`config.mk`:
```
export PLATFORM = sky130hd
export DESIGN_NAME = nsi_status
export DESIGN_NICKNAME = d
export VERILOG_FILES = /design/src/hw/nsi_pkg.sv /design/src/hw/nsi_status.sv
export VERILOG_INCLUDE_DIRS = /design/src /design/src/hw
export SDC_FILE = /design/constraint.sdc
export NUM_CORES = 1
export LEC_CHECK = 0
export BUFFER_PORTS_ARGS = -buffer_cell sky130_fd_sc_hd__buf_2
export CAP_MARGIN = 20
export CORE_AREA = 2 2 77 135
export DETAILED_ROUTE_END_ITERATION = 16
export DIE_AREA = 0 0 79 137
export HOLD_SLACK_MARGIN = 0.05
export SLEW_MARGIN = 40
export SYNTH_ARGS = -nofsm -noshare
export SYNTH_HDL_FRONTEND = slang
export SYNTH_SLANG_ARGS = --single-unit
```
`constraint.sdc`:
```
create_clock -name mclk -period 1.45 [get_ports mclk]
set_input_delay 0.29 -clock mclk [delete_from_list [all_inputs] [get_ports mclk]]
set_output_delay 0.29 -clock mclk [all_outputs]
set_load 0.005 [all_outputs]
```
`src/hw/nsi_regs.svh`:
```
// constants for the node identity and status indicator block
`ifndef NSI_REGS_SVH
`define NSI_REGS_SVH
// ==========================================================================
// node identifier
// ==========================================================================
`define NSI_ID_W 8
`define NSI_ID_ALL_ON 8'hFF
`define NSI_ID_MIN 8'h01
`define NSI_ALIAS_W 16
`define NSI_ALIAS_ZERO 16'h0000
// ==========================================================================
// timebase: indicator tick of 50 ms at 10 MHz
// ==========================================================================
`define NSI_CLK_HZ 10000000
`define NSI_TICK_MS 50
`define NSI_TICK_CYC ((`NSI_CLK_HZ / 1000) * `NSI_TICK_MS)
`define NSI_TICK_CNT_W 19
`define NSI_SLOT_W 4
`define NSI_SLOT_LAST 4'h9
// flicker: 10 Hz toggle
`define NSI_FLICK_MS 50
`define NSI_FLICK_CYC ((`NSI_CLK_HZ / 1000) * `NSI_FLICK_MS)
// ==========================================================================
// pattern masks: 10 slots of 50 ms... slot index 0..9 within a 500 ms frame
// blinking 200 ms on / 200 ms off toggles on each wrap of a separate 4-phase count instead
// ==========================================================================
`define NSI_SFLASH_MASK 10'h00F
`define NSI_DFLASH_MASK 10'h0F3
`define NSI_SFLASH_MASK_SH 10'h1E0
`define NSI_DFLASH_MASK_SH 10'h3CF
`define NSI_SLOTS 10
`endif

```
`src/hw/nsi_pkg.sv`:
```
// types shared by the node identity and status indicator block
package nsi_pkg;
    // slave state machine encoding as delivered by the comms core
    typedef enum logic [1:0] {
        NSI_ST_INIT = 2'b00,
        NSI_ST_PREOP = 2'b01,
        NSI_ST_SAFEOP = 2'b10,
        NSI_ST_OP = 2'b11
    } nsi_slave_e;

    // indicator pattern
    typedef enum logic [2:0] {
        NSI_PAT_OFF = 3'b000,
        NSI_PAT_ON = 3'b001,
        NSI_PAT_BLINK = 3'b010,
        NSI_PAT_SFLASH = 3'b011,
        NSI_PAT_DFLASH = 3'b100,
        NSI_PAT_FLICK = 3'b101
    } nsi_pat_e;

    // error conditions reported by the application
    typedef struct packed {
        logic critical;  // controller or comms failure
        logic watchdog;  // process data or bus watchdog timeout
        logic local_err; // autonomous state change
        logic bad_cfg;   // invalid configuration
        logic boot_err;  // booting error
    } nsi_err_s;

    // port activity
    typedef struct packed {
        logic link;      // physical link up
        logic activity;  // frame seen
    } nsi_port_s;
endpackage

```
`src/hw/nsi_status.sv`:
```
// node identity capture and run/error/link indicator driver
`timescale 1ns/1ps
`include "nsi_regs.svh"
module nsi_status (
    input wire logic mclk,                            // 10 MHz drive clock
    input wire logic arst_n,                          // async reset, active low
    input wire logic [`NSI_ID_W-1:0] config_switch_bank, // switch pins, closed pulls low
    input wire logic setup_valid,                     // stored setup is valid
    input wire logic [`NSI_ID_W-1:0] sw_node_id,      // software-assigned identifier
    input wire logic node_addr_mode,                  // node addressing in use
    input wire logic init_done,                       // firmware init finished
    input wire nsi_pkg::nsi_slave_e slave_state,      // slave state machine
    input wire nsi_pkg::nsi_err_s err_in,             // error conditions
    input wire nsi_pkg::nsi_port_s out_port,          // out-port phy status
    output logic [`NSI_ID_W-1:0] node_identifier,     // captured identifier
    output logic id_valid,                            // identifier captured
    output logic [`NSI_ALIAS_W-1:0] station_alias,    // configured station alias value
    output logic alias_we,                            // one-cycle alias write strobe
    output logic al_status_err,                       // error indicator bit for status
    output logic led_run,                             // green run led, high lit
    output logic led_err,                             // red error led, high lit
    output logic led_link                             // green out-port link/activity
);
    import nsi_pkg::*;

    // ======================================================================
    // input synchronisers
    // ======================================================================
    logic [`NSI_ID_W-1:0] sw_meta; // first stage, read only by sw_sync
    logic [`NSI_ID_W-1:0] sw_sync; // switch bank in clock domain
    logic [1:0] port_meta;         // first stage of link/activity pins
    logic [1:0] port_sync;         // link/activity in clock domain

    // two flops on every pin input
    always_ff @(posedge mclk or negedge arst_n) begin
        if (!arst_n) begin
            sw_meta <= '0;
            sw_sync <= '0;
            port_meta <= 2'h0;
            port_sync <= 2'h0;
        end else begin
            sw_meta <= config_switch_bank;
            sw_sync <= sw_meta;
            port_meta <= out_port;
            port_sync <= port_meta;
        end
    end

    // ======================================================================
    // node identifier capture
    // ======================================================================
    logic [1:0] cap_wait;  // lets the synchroniser fill after reset
    logic captured;        // switches already sampled
    logic [`NSI_ID_W-1:0] hw_id; // switch word, open = 1
    logic [`NSI_ID_W-1:0] next_id;

    // an open switch pulls high, so the pin level is the bit itself
    assign hw_id = sw_sync;

    // identifier choice; 0 cannot come from switches, all-closed maps to 255
    always_comb begin
        if (hw_id == '0) begin
            next_id = `NSI_ID_ALL_ON;
        end else begin
            next_id = hw_id;
        end
        // software value only when setup is valid and in range
        if (setup_valid && sw_node_id >= `NSI_ID_MIN) begin
            next_id = sw_node_id;
        end
        if (!setup_valid) begin
            next_id = (hw_id == '0) ? `NSI_ID_ALL_ON : hw_id;
        end
    end

    // sample once; the pins are ignored until the next reset
    always_ff @(posedge mclk or negedge arst_n) begin
        if (!arst_n) begin
            cap_wait <= 2'h0;
            captured <= 1'b0;
            node_identifier <= `NSI_ID_ALL_ON;
            id_valid <= 1'b0;
        end else if (!captured) begin
            cap_wait <= cap_wait + 2'h1;
            if (cap_wait == 2'h3) begin
                captured <= 1'b1;
                node_identifier <= next_id;
                id_valid <= 1'b1;
            end
        end
    end

    // ======================================================================
    // station alias load
    // ======================================================================
    logic alias_done; // alias written once per power-up

    // single write after capture when node addressing is selected
    always_ff @(posedge mclk or negedge arst_n) begin
        if (!arst_n) begin
            alias_done <= 1'b0;
            alias_we <= 1'b0;
            station_alias <= `NSI_ALIAS_ZERO;
        end else begin
            alias_we <= 1'b0;
            if (id_valid && node_addr_mode && !alias_done) begin
                alias_done <= 1'b1;
                alias_we <= 1'b1;
                if (node_identifier == `NSI_ID_ALL_ON) begin
                    station_alias <= `NSI_ALIAS_ZERO;
                end else begin
                    station_alias <= {{(`NSI_ALIAS_W-`NSI_ID_W){1'b0}}, node_identifier};
                end
            end
        end
    end

    // ======================================================================
    // shared timebase: 50 ms ticks, 10 slots per 500 ms frame
    // ======================================================================
    logic [`NSI_TICK_CNT_W-1:0] tick_cnt; // divider
    logic tick;                           // one-cycle enable every 50 ms
    logic [`NSI_SLOT_W-1:0] slot;         // slot within frame
    logic [1:0] blink_ph;                 // 4 ticks -> 200 ms halves
    logic blink_lvl;                      // 200 ms on / 200 ms off
    logic flick_lvl;                      // 50 ms on / 50 ms off

    // one divider feeds every pattern so they stay aligned
    always_ff @(posedge mclk or negedge arst_n) begin
        if (!arst_n) begin
            tick_cnt <= '0;
            tick <= 1'b0;
        end else if (tick_cnt == `NSI_TICK_CNT_W'(`NSI_TICK_CYC - 1)) begin
            tick_cnt <= '0;
            tick <= 1'b1;
        end else begin
            tick_cnt <= tick_cnt + `NSI_TICK_CNT_W'(1);
            tick <= 1'b0;
        end
    end

    // slot, blink and flicker phases advance on the tick
    always_ff @(posedge mclk or negedge arst_n) begin
        if (!arst_n) begin
            slot <= 4'h0;
            blink_ph <= 2'h0;
            blink_lvl <= 1'b0;
            flick_lvl <= 1'b0;
        end else if (tick) begin
            slot <= (slot == `NSI_SLOT_LAST) ? 4'h0 : slot + 4'h1;
            flick_lvl <= ~flick_lvl;
            blink_ph <= blink_ph + 2'h1;
            if (blink_ph == 2'h3) begin
                blink_lvl <= ~blink_lvl;
            end
        end
    end

    // ======================================================================
    // pattern decode
    // ======================================================================
    nsi_pat_e run_pat; // chosen run pattern
    nsi_pat_e err_pat; // chosen error pattern
    logic run_lvl;
    logic err_lvl;
    logic any_err;

    assign any_err = |err_in;

    // run pattern from slave state; dark until init and on any error
    always_comb begin
        unique case (slave_state)
            NSI_ST_INIT: run_pat = NSI_PAT_OFF;
            NSI_ST_PREOP: run_pat = NSI_PAT_BLINK;
            NSI_ST_SAFEOP: run_pat = NSI_PAT_SFLASH;
            NSI_ST_OP: run_pat = NSI_PAT_ON;
        endcase
        if (!init_done || any_err) begin
            run_pat = NSI_PAT_OFF;
        end
    end

    // severity order, first match wins
    always_comb begin
        if (err_in.critical) begin
            err_pat = NSI_PAT_ON;
        end else if (err_in.watchdog) begin
            err_pat = NSI_PAT_DFLASH;
        end else if (err_in.local_err) begin
            err_pat = NSI_PAT_SFLASH;
        end else if (err_in.bad_cfg) begin
            err_pat = NSI_PAT_BLINK;
        end else if (err_in.boot_err) begin
            err_pat = NSI_PAT_FLICK;
        end else begin
            err_pat = NSI_PAT_OFF;
        end
    end

    // pattern level; run uses the half-frame shifted masks and inverted blink
    function automatic logic pat_level(input nsi_pat_e p, input logic shifted,
                                       input logic [`NSI_SLOT_W-1:0] s, input logic bl,
                                       input logic fl);
        logic [`NSI_SLOTS-1:0] sf;
        logic [`NSI_SLOTS-1:0] df;
        sf = shifted ? `NSI_SFLASH_MASK_SH : `NSI_SFLASH_MASK;
        df = shifted ? `NSI_DFLASH_MASK_SH : `NSI_DFLASH_MASK;
        unique case (p)
            NSI_PAT_ON: pat_level = 1'b1;
            NSI_PAT_BLINK: pat_level = bl ^ shifted;
            NSI_PAT_SFLASH: pat_level = ~sf[s];
            NSI_PAT_DFLASH: pat_level = ~df[s];
            NSI_PAT_FLICK: pat_level = fl ^ shifted;
            default: pat_level = 1'b0;
        endcase
    endfunction

    // masks mark off-slots: the unshifted single flash is lit in slots 4-9, i.e. lit where
    // mask bit clear; the shifted single flash mask moves the lit window half a frame
    assign run_lvl = pat_level(run_pat, 1'b1, slot, blink_lvl, flick_lvl);
    assign err_lvl = pat_level(err_pat, 1'b0, slot, blink_lvl, flick_lvl);

    // ======================================================================
    // outputs, all registered
    // ======================================================================
    logic act_stretch; // activity flicker window
    logic [1:0] act_hold;

    // activity stretched to a visible flicker; steady when link only
    always_ff @(posedge mclk or negedge arst_n) begin
        if (!arst_n) begin
            act_hold <= 2'h0;
            act_stretch <= 1'b0;
        end else begin
            if (port_sync[0]) begin
                act_hold <= 2'h3;
            end else if (tick && act_hold != 2'h0) begin
                act_hold <= act_hold - 2'h1;
            end
            act_stretch <= (act_hold != 2'h0);
        end
    end

    // indicator and status flops
    always_ff @(posedge mclk or negedge arst_n) begin
        if (!arst_n) begin
            led_run <= 1'b0;
            led_err <= 1'b0;
            led_link <= 1'b0;
            al_status_err <= 1'b0;
        end else begin
            led_run <= run_lvl;
            led_err <= err_lvl;
            // link lit; blinks with flicker while traffic passes
            led_link <= port_sync[1] & ~(act_stretch & flick_lvl);
            al_status_err <= err_in.local_err | err_in.boot_err;
        end
    end
endmodule

```
==> out/qor.yml, run 1 <==
rsz0062_at_grt: "yes"
num_vias: 2248
crit_type: "flip-flop to flip-flop"
placementRows: 48
maxSlewViolCount: 0
fin_tns_setup_ns: -0.777
hold_viol_final: 0
cp-end-kind: "flip-flop"
pre_cts_slack_ns: -0.239
antenna_found_initial: 0
synth_top_area_cell: "dfrtp_1"
fin_cells: 476
dpl.hpwl_um: 4600
rr_startpoint: "tick_cnt[11]"
clock_power_share: 0.473
cts_made_buffers: 9
seq_area_frac_synth: 0.617
grt_pass1_vias: 2312
ir_worst_vdd_v: 0.000644
synth_edf_count: 0
outcome: "complete, but fails checks"
cp-start-kind: "flip-flop"
synth_top_area_share: 0.550
insertion_delay_ns: 0.33
cpMostUsedCell: "buf_4"
crit_end: "tick_cnt[17]"
drt-total-wl_um: 6420
fin_util: 0.428
async_flop_share: 1.00
synth_cells: 249
yosys-top-cells-area: "dfrtp_1, dfstp_2, xnor2_1"
placed_area_sq_mm: 0.00375
first_iter_violations: 115
cp_cell_sequence: "buf_4 > nor4_2 > nand2_1 > nor4_4 > buf_4 > nor3_1"
path_clk_slew_ns: 0.06
die_area_sq_mm: 0.0108
pwr-share-seq: 0.472
ys_warn_count: 0
cap_violations: 0
p_switching_mw: 0.968
path_max_fanout: 5
drc: 0
cts-root-buf: "clkbuf_16"
drive_gt1_frac: 0.387
finalCritPeriodShare: 1.06
setup_ws_ns: -0.0850
leakage_nw: 1.96
p_int_mw: 3.90
hp-class: "primary input to flip-flop"
via_per_inst: 4.72
synth_top_flop_cell: "dfrtp_1"
combPwrFrac: 0.054
reg2reg_slack_ns: -0.08
ios: 60
critPathLaunch: "tick_cnt[11]"
finalClockSkew_ns: 0.00634
holdWs_ns: 0.0686
core_area_sq_mm: 0.00973
yosysMostFrequentCell: "dfrtp_1"
fmax_mhz: 651
synth_cell_types: 42
fp.dieW_um: 79
grt_pass1_wl_um: 10600
grt_overflow: 0
avgSynthCellArea_sq_um: 12.6
ff2ff_path_depth: 6
violations: "negative setup slack"
tritoncts: "built"
power.density_mw_per_mm2: 1170
antenna_left: 0
synthesis.area_sq_mm: 0.00314
cpPeakStageDelay_ns: 0.41
synth-seq-cells: 77
dieHeight_um: 137
htree_levels: 3
regToRegEndpoint: "tick_cnt[17]"
port_buffers: 51
syn_to_final_growth_pct: 32.5
grt_max_degree: 70
cp_data_arrival_time_ns: 1.75
p_sw_frac: 0.199
grt_use_total: 0.127
layout.nets: 382
critPathSlowestCell: "dfrtp_1"
final_area_sq_mm: 0.00416
wl_per_cell_um: 13.5
required_ns: 1.67
n_antenna_cell: 0
post-place-cells: 451
clock-sinks: 77
first_pass_iters: 4
period_needed_ns: 1.53
setup_viol: 10
synthTopCellsByCount: "dfrtp_1, nor2_1, nand2_1, nand2b_1, xnor2_1"
cts_buffer_depth: 2
power.total_mw: 4.86
start_util: 0.323
place.gp.congestion: 0.794
-- worst min path at each step --
stage                               start           end  slack [ns]  cells after the start
floorplan                          arst_n   act_hold[0]      -0.006                      0
CTS                 config_switch_bank[6]    sw_meta[6]        0.05                      1
finish                        out_port[0]  port_meta[0]        0.07                      1
global placement                   arst_n    sw_meta[6]        0.12                      1
detailed placement                 arst_n    sw_meta[7]        0.12                      1
global route                  out_port[0]  port_meta[0]        0.06                      1
-- layout make-up --
| type | count | area, sq um |
|---|---|---|
| clock buffers | 12 | 236 |
| clock inverters | 4 | 73.8 |
| fillers | 950 | 5570 |
| inverters | 7 | 26.3 |
| multi-input cells | 161 | 1160 |
| flip-flops and latches | 77 | 1940 |
| well taps | 125 | 156 |
| repair buffers | 90 | 572 |
-- power groups by stage --
stage / Sequential (mW) / Clock [mW] / Combinational [mW]
3_3_place_gp: 2.33 / 0 / 0.260
6_report: 2.30 / 2.30 / 0.264
5_1_grt: 2.31 / 2.48 / 0.295
2_1_floorplan: 2.33 / 0 / 0.0973
3_5_place_dp: 2.33 / 0 / 0.264
4_1_cts: 2.30 / 2.38 / 0.270
-- per-layer routing --
metal | wire length [um] | track usage | share of wire | vias to the layer above
li1 | - | - | - | 1070
met1 | 2480 | 0.134 | 0.39 | 1124
met2 | 3550 | 0.226 | 0.55 | 41
met3 | 201 | 0.0284 | 0.031 | 13
met4 | 184 | 0.0757 | 0.029 | 0
met5 | 0 | 0 | 0 | -
-- sequential cells by signal (all words and copies together), names as in the netlist, 4 cells and up --
name             count
hw_id                8
node_identifier      8
slot                 4
station_alias        8
sw_meta              8
tick_cnt            19
-- layout by cell type (no fill, tap or decap), drive strengths merged, types with 3 or more instances in the layout --
| cell | count |
|---|---|
| buf | 88 |
| dfrtp | 69 |
| nor2 | 18 |
| nand2 | 12 |
| xnor2 | 12 |
| nand2b | 12 |
| clkbuf | 12 |
| xor2 | 10 |
| nand3 | 9 |
| nor4 | 9 |
| o221a | 8 |
| a22o | 8 |
| conb | 8 |
| dfstp | 8 |
| inv | 7 |
| nand4 | 7 |
| ha | 6 |
| a21oi | 5 |
| nor3 | 4 |
| o21ai | 4 |
| or2 | 3 |
| mux2 | 3 |
| a21o | 3 |
| or4 | 3 |
-- worst max-delay path: cells and delay by family (launching register included) --
family	cells	cell delay (ns)
buffers and inverters	2	0.35
DFF	1	0.41
and+or+nand+nor	4	0.67
-- logic make-up after synthesis --
family	count (synthesis)	synth area share
DFF	77	0.617
adders and majority gates	6	0.0239
xor gates and xnor gates	22	0.0614
other	1	0.00119
muxes	4	0.0139
AOI/OAI and AO/OA	34	0.0897
buffers and inverters	18	0.0327
and+or+nand+nor	87	0.160
-- timing repair --
| item | 4_1_cts | 5_1_grt |
|---|---|---|
| endpoints found under the setup margin | 10 | 20 |
| pin swaps | 5 | 5 |
| setup buffers | 4 | 3 |
| resized for setup | 3 | 5 |
| hold buffers | 2 | 0 |
| hold endpoints to repair | 9 | 0 |
No activity file was read; power rests on OpenSTA's default activity.
==> inputs of run 2 (changes only) <==
--- a/config.mk
+++ b/config.mk
@@ -8,9 +8,9 @@
 export LEC_CHECK = 0
 export BUFFER_PORTS_ARGS = -buffer_cell sky130_fd_sc_hd__buf_2
 export CAP_MARGIN = 20
-export CORE_AREA = 2 2 77 135
+export CORE_AREA = 2 2 101 103
 export DETAILED_ROUTE_END_ITERATION = 16
-export DIE_AREA = 0 0 79 137
+export DIE_AREA = 0 0 103 105
 export HOLD_SLACK_MARGIN = 0.05
 export SLEW_MARGIN = 40
 export SYNTH_ARGS = -nofsm -noshare
==> out/qor.yml, run 2 (synthesized netlist as in run 1, its figures left out) <==
rr_startpoint: "tick_cnt[11]"
fin_tns_setup_ns: -0.791
setup_viol: 11
violations: "negative setup slack"
n_antenna_cell: 0
fp.dieW_um: 103
dpl.hpwl_um: 4310
syn_to_final_growth_pct: 33.8
tritoncts: "built"
core_area_sq_mm: 0.00964
clock-sinks: 77
first_iter_violations: 59
path_clk_slew_ns: 0.09
rsz0062_at_grt: "yes"
power.density_mw_per_mm2: 980
grt_pass1_vias: 2224
clock_power_share: 0.372
largest_register_ffs: 19
insertion_delay_ns: 0.36
outcome: "complete, but fails checks"
hp-class: "primary input to flip-flop"
grt_use_total: 0.122
mostFrequentLayoutCell: "dfrtp_1"
p_int_mw: 3.06
combPwrFrac: 0.069
path_max_fanout: 5
cap_violations: 0
drc: 0
die_area_sq_mm: 0.0108
wl_per_cell_um: 12.4
period_needed_ns: 1.55
antenna_found_initial: 0
dieHeight_um: 105
num-fill-cells: 911
power.total_mw: 4.11
regMostFlops: "tick_cnt"
leakage_nw: 1.96
setup_ws_ns: -0.0966
cp-end-kind: "flip-flop"
required_ns: 1.71
critPathLaunch: "tick_cnt[11]"
cts_buffer_depth: 2
worstHoldStart: "err_in[4]"
crit_type: "flip-flop to flip-flop"
ios: 60
htree_levels: 3
first_pass_iters: 4
fmax_mhz: 647
place.gp.congestion: 0.832
drt-total-wl_um: 6150
reg2reg_slack_ns: -0.1
placementRows: 36
ir_worst_vdd_v: 0.000655
maxSlewViolCount: 0
grt_max_degree: 33
regToRegEndpoint: "tick_cnt[3]"
p_sw_frac: 0.255
finalClockSkew_ns: 0.00770
hold_viol_final: 0
start_util: 0.326
cp_data_arrival_time_ns: 1.80
crit_end: "tick_cnt[3]"
drive_gt1_frac: 0.409
grt_pass1_wl_um: 10100
antenna_left: 0
pwr-share-seq: 0.558
cp-start-kind: "flip-flop"
layout.nets: 393
final_cell_mix: "dfrtp_1, buf_2, buf_4"
port_buffers: 51
cts-root-buf: "clkbuf_8"
finalCritPeriodShare: 1.07
via_per_inst: 4.56
num_vias: 2259
grt_overflow: 0
p_switching_mw: 1.05
ff2ff_path_depth: 5
cts_made_buffers: 9
[run 2: cell count changes in the layout (fill, tap and decap cells not counted), sizes merged]
| cell | previous run | this run |
|---|---|---|
| buf | 88 | 90 |
| clkinvlp | 0 | 1 |
| inv | 7 | 12 |
| bufinv | 2 | 0 |
| clkbuf | 12 | 9 |
| clkinv | 2 | 1 |
| dlygate4sd3 | 2 | 11 |
[run 2: layer usage]
| metal | GRT usage | vias to the layer above | part of all wire | wire (um) |
|---|---|---|---|---|
| met5 | 0 | - | 0 | 0 |
| met3 | 0.0528 | 11 | 0.051 | 314 |
| li1 | - | 1092 | - | - |
| met4 | 0.0404 | 0 | 0.016 | 100 |
| met1 | 0.154 | 1104 | 0.45 | 2800 |
| met2 | 0.186 | 52 | 0.48 | 2940 |
[run 2: layout make-up]
class                   instances  area, sq um  share of cell area
flip-flops and latches         77         1940               0.461
clock inverters                 7         62.6              0.0149
multi-input cells             161         1200               0.286
well taps                     133          166              0.0396
repair buffers                101          682               0.162
clock buffers                   9          124              0.0295
inverters                       7         26.3             0.00626
[run 2: power by group through the flow]
| stage | combinational [mW] | sequential, mW | clock [mW] |
|---|---|---|---|
| 3_5_place_dp | 0.271 | 2.34 | 0 |
| 4_1_cts | 0.293 | 2.30 | 1.59 |
| 3_3_place_gp | 0.265 | 2.34 | 0 |
| 6_report | 0.286 | 2.30 | 1.53 |
| 2_1_floorplan | 0.0973 | 2.33 | 0 |
| 5_1_grt | 0.322 | 2.31 | 1.69 |
[run 2: how the worst min path moves through the flow]
stage | to | slack (ns) | cells past startpoint
floorplan | act_hold[0] | -0.006 | 0
global placement | sw_meta[6] | 0.17 | 1
detailed placement | sw_meta[6] | 0.17 | 1
CTS | led_err | 0.13 | 2
global route | led_err | 0.13 | 2
finish | led_err | 0.15 | 2
[run 2: worst max-delay path: stages, from the launching register on]
cell     delay (ns)
dfrtp_1        0.44
nor4_1         0.39
nand2_2        0.13
nor4_4         0.23
buf_2          0.21
nor2_1         0.05
[run 2: through the flow]
stage          cell area, sq um  hold WS, ns  std cells  worst slack [ns]   util
2_1_floorplan              3170     -0.00559        256           -0.0383      -
3_3_place_gp               3770        0.170        461            -0.181  0.391
3_5_place_dp               3770        0.171        461            -0.219  0.391
4_1_cts                    4120        0.128        491           -0.0504  0.427
5_1_grt                    4200        0.127        495            -0.200  0.436
6_report                   4200        0.146        495           -0.0966  0.436
[run 2: timing repair]
| action | CTS | global route |
|---|---|---|
| setup endpoints to repair | 11 | 24 |
| cloned | 0 | 1 |
| hold buffers | 11 | 0 |
| hold endpoints to repair | 24 | 0 |
| resized for setup | 5 | 15 |
| pin swaps | 3 | 3 |
| setup buffers | 3 | 3 |
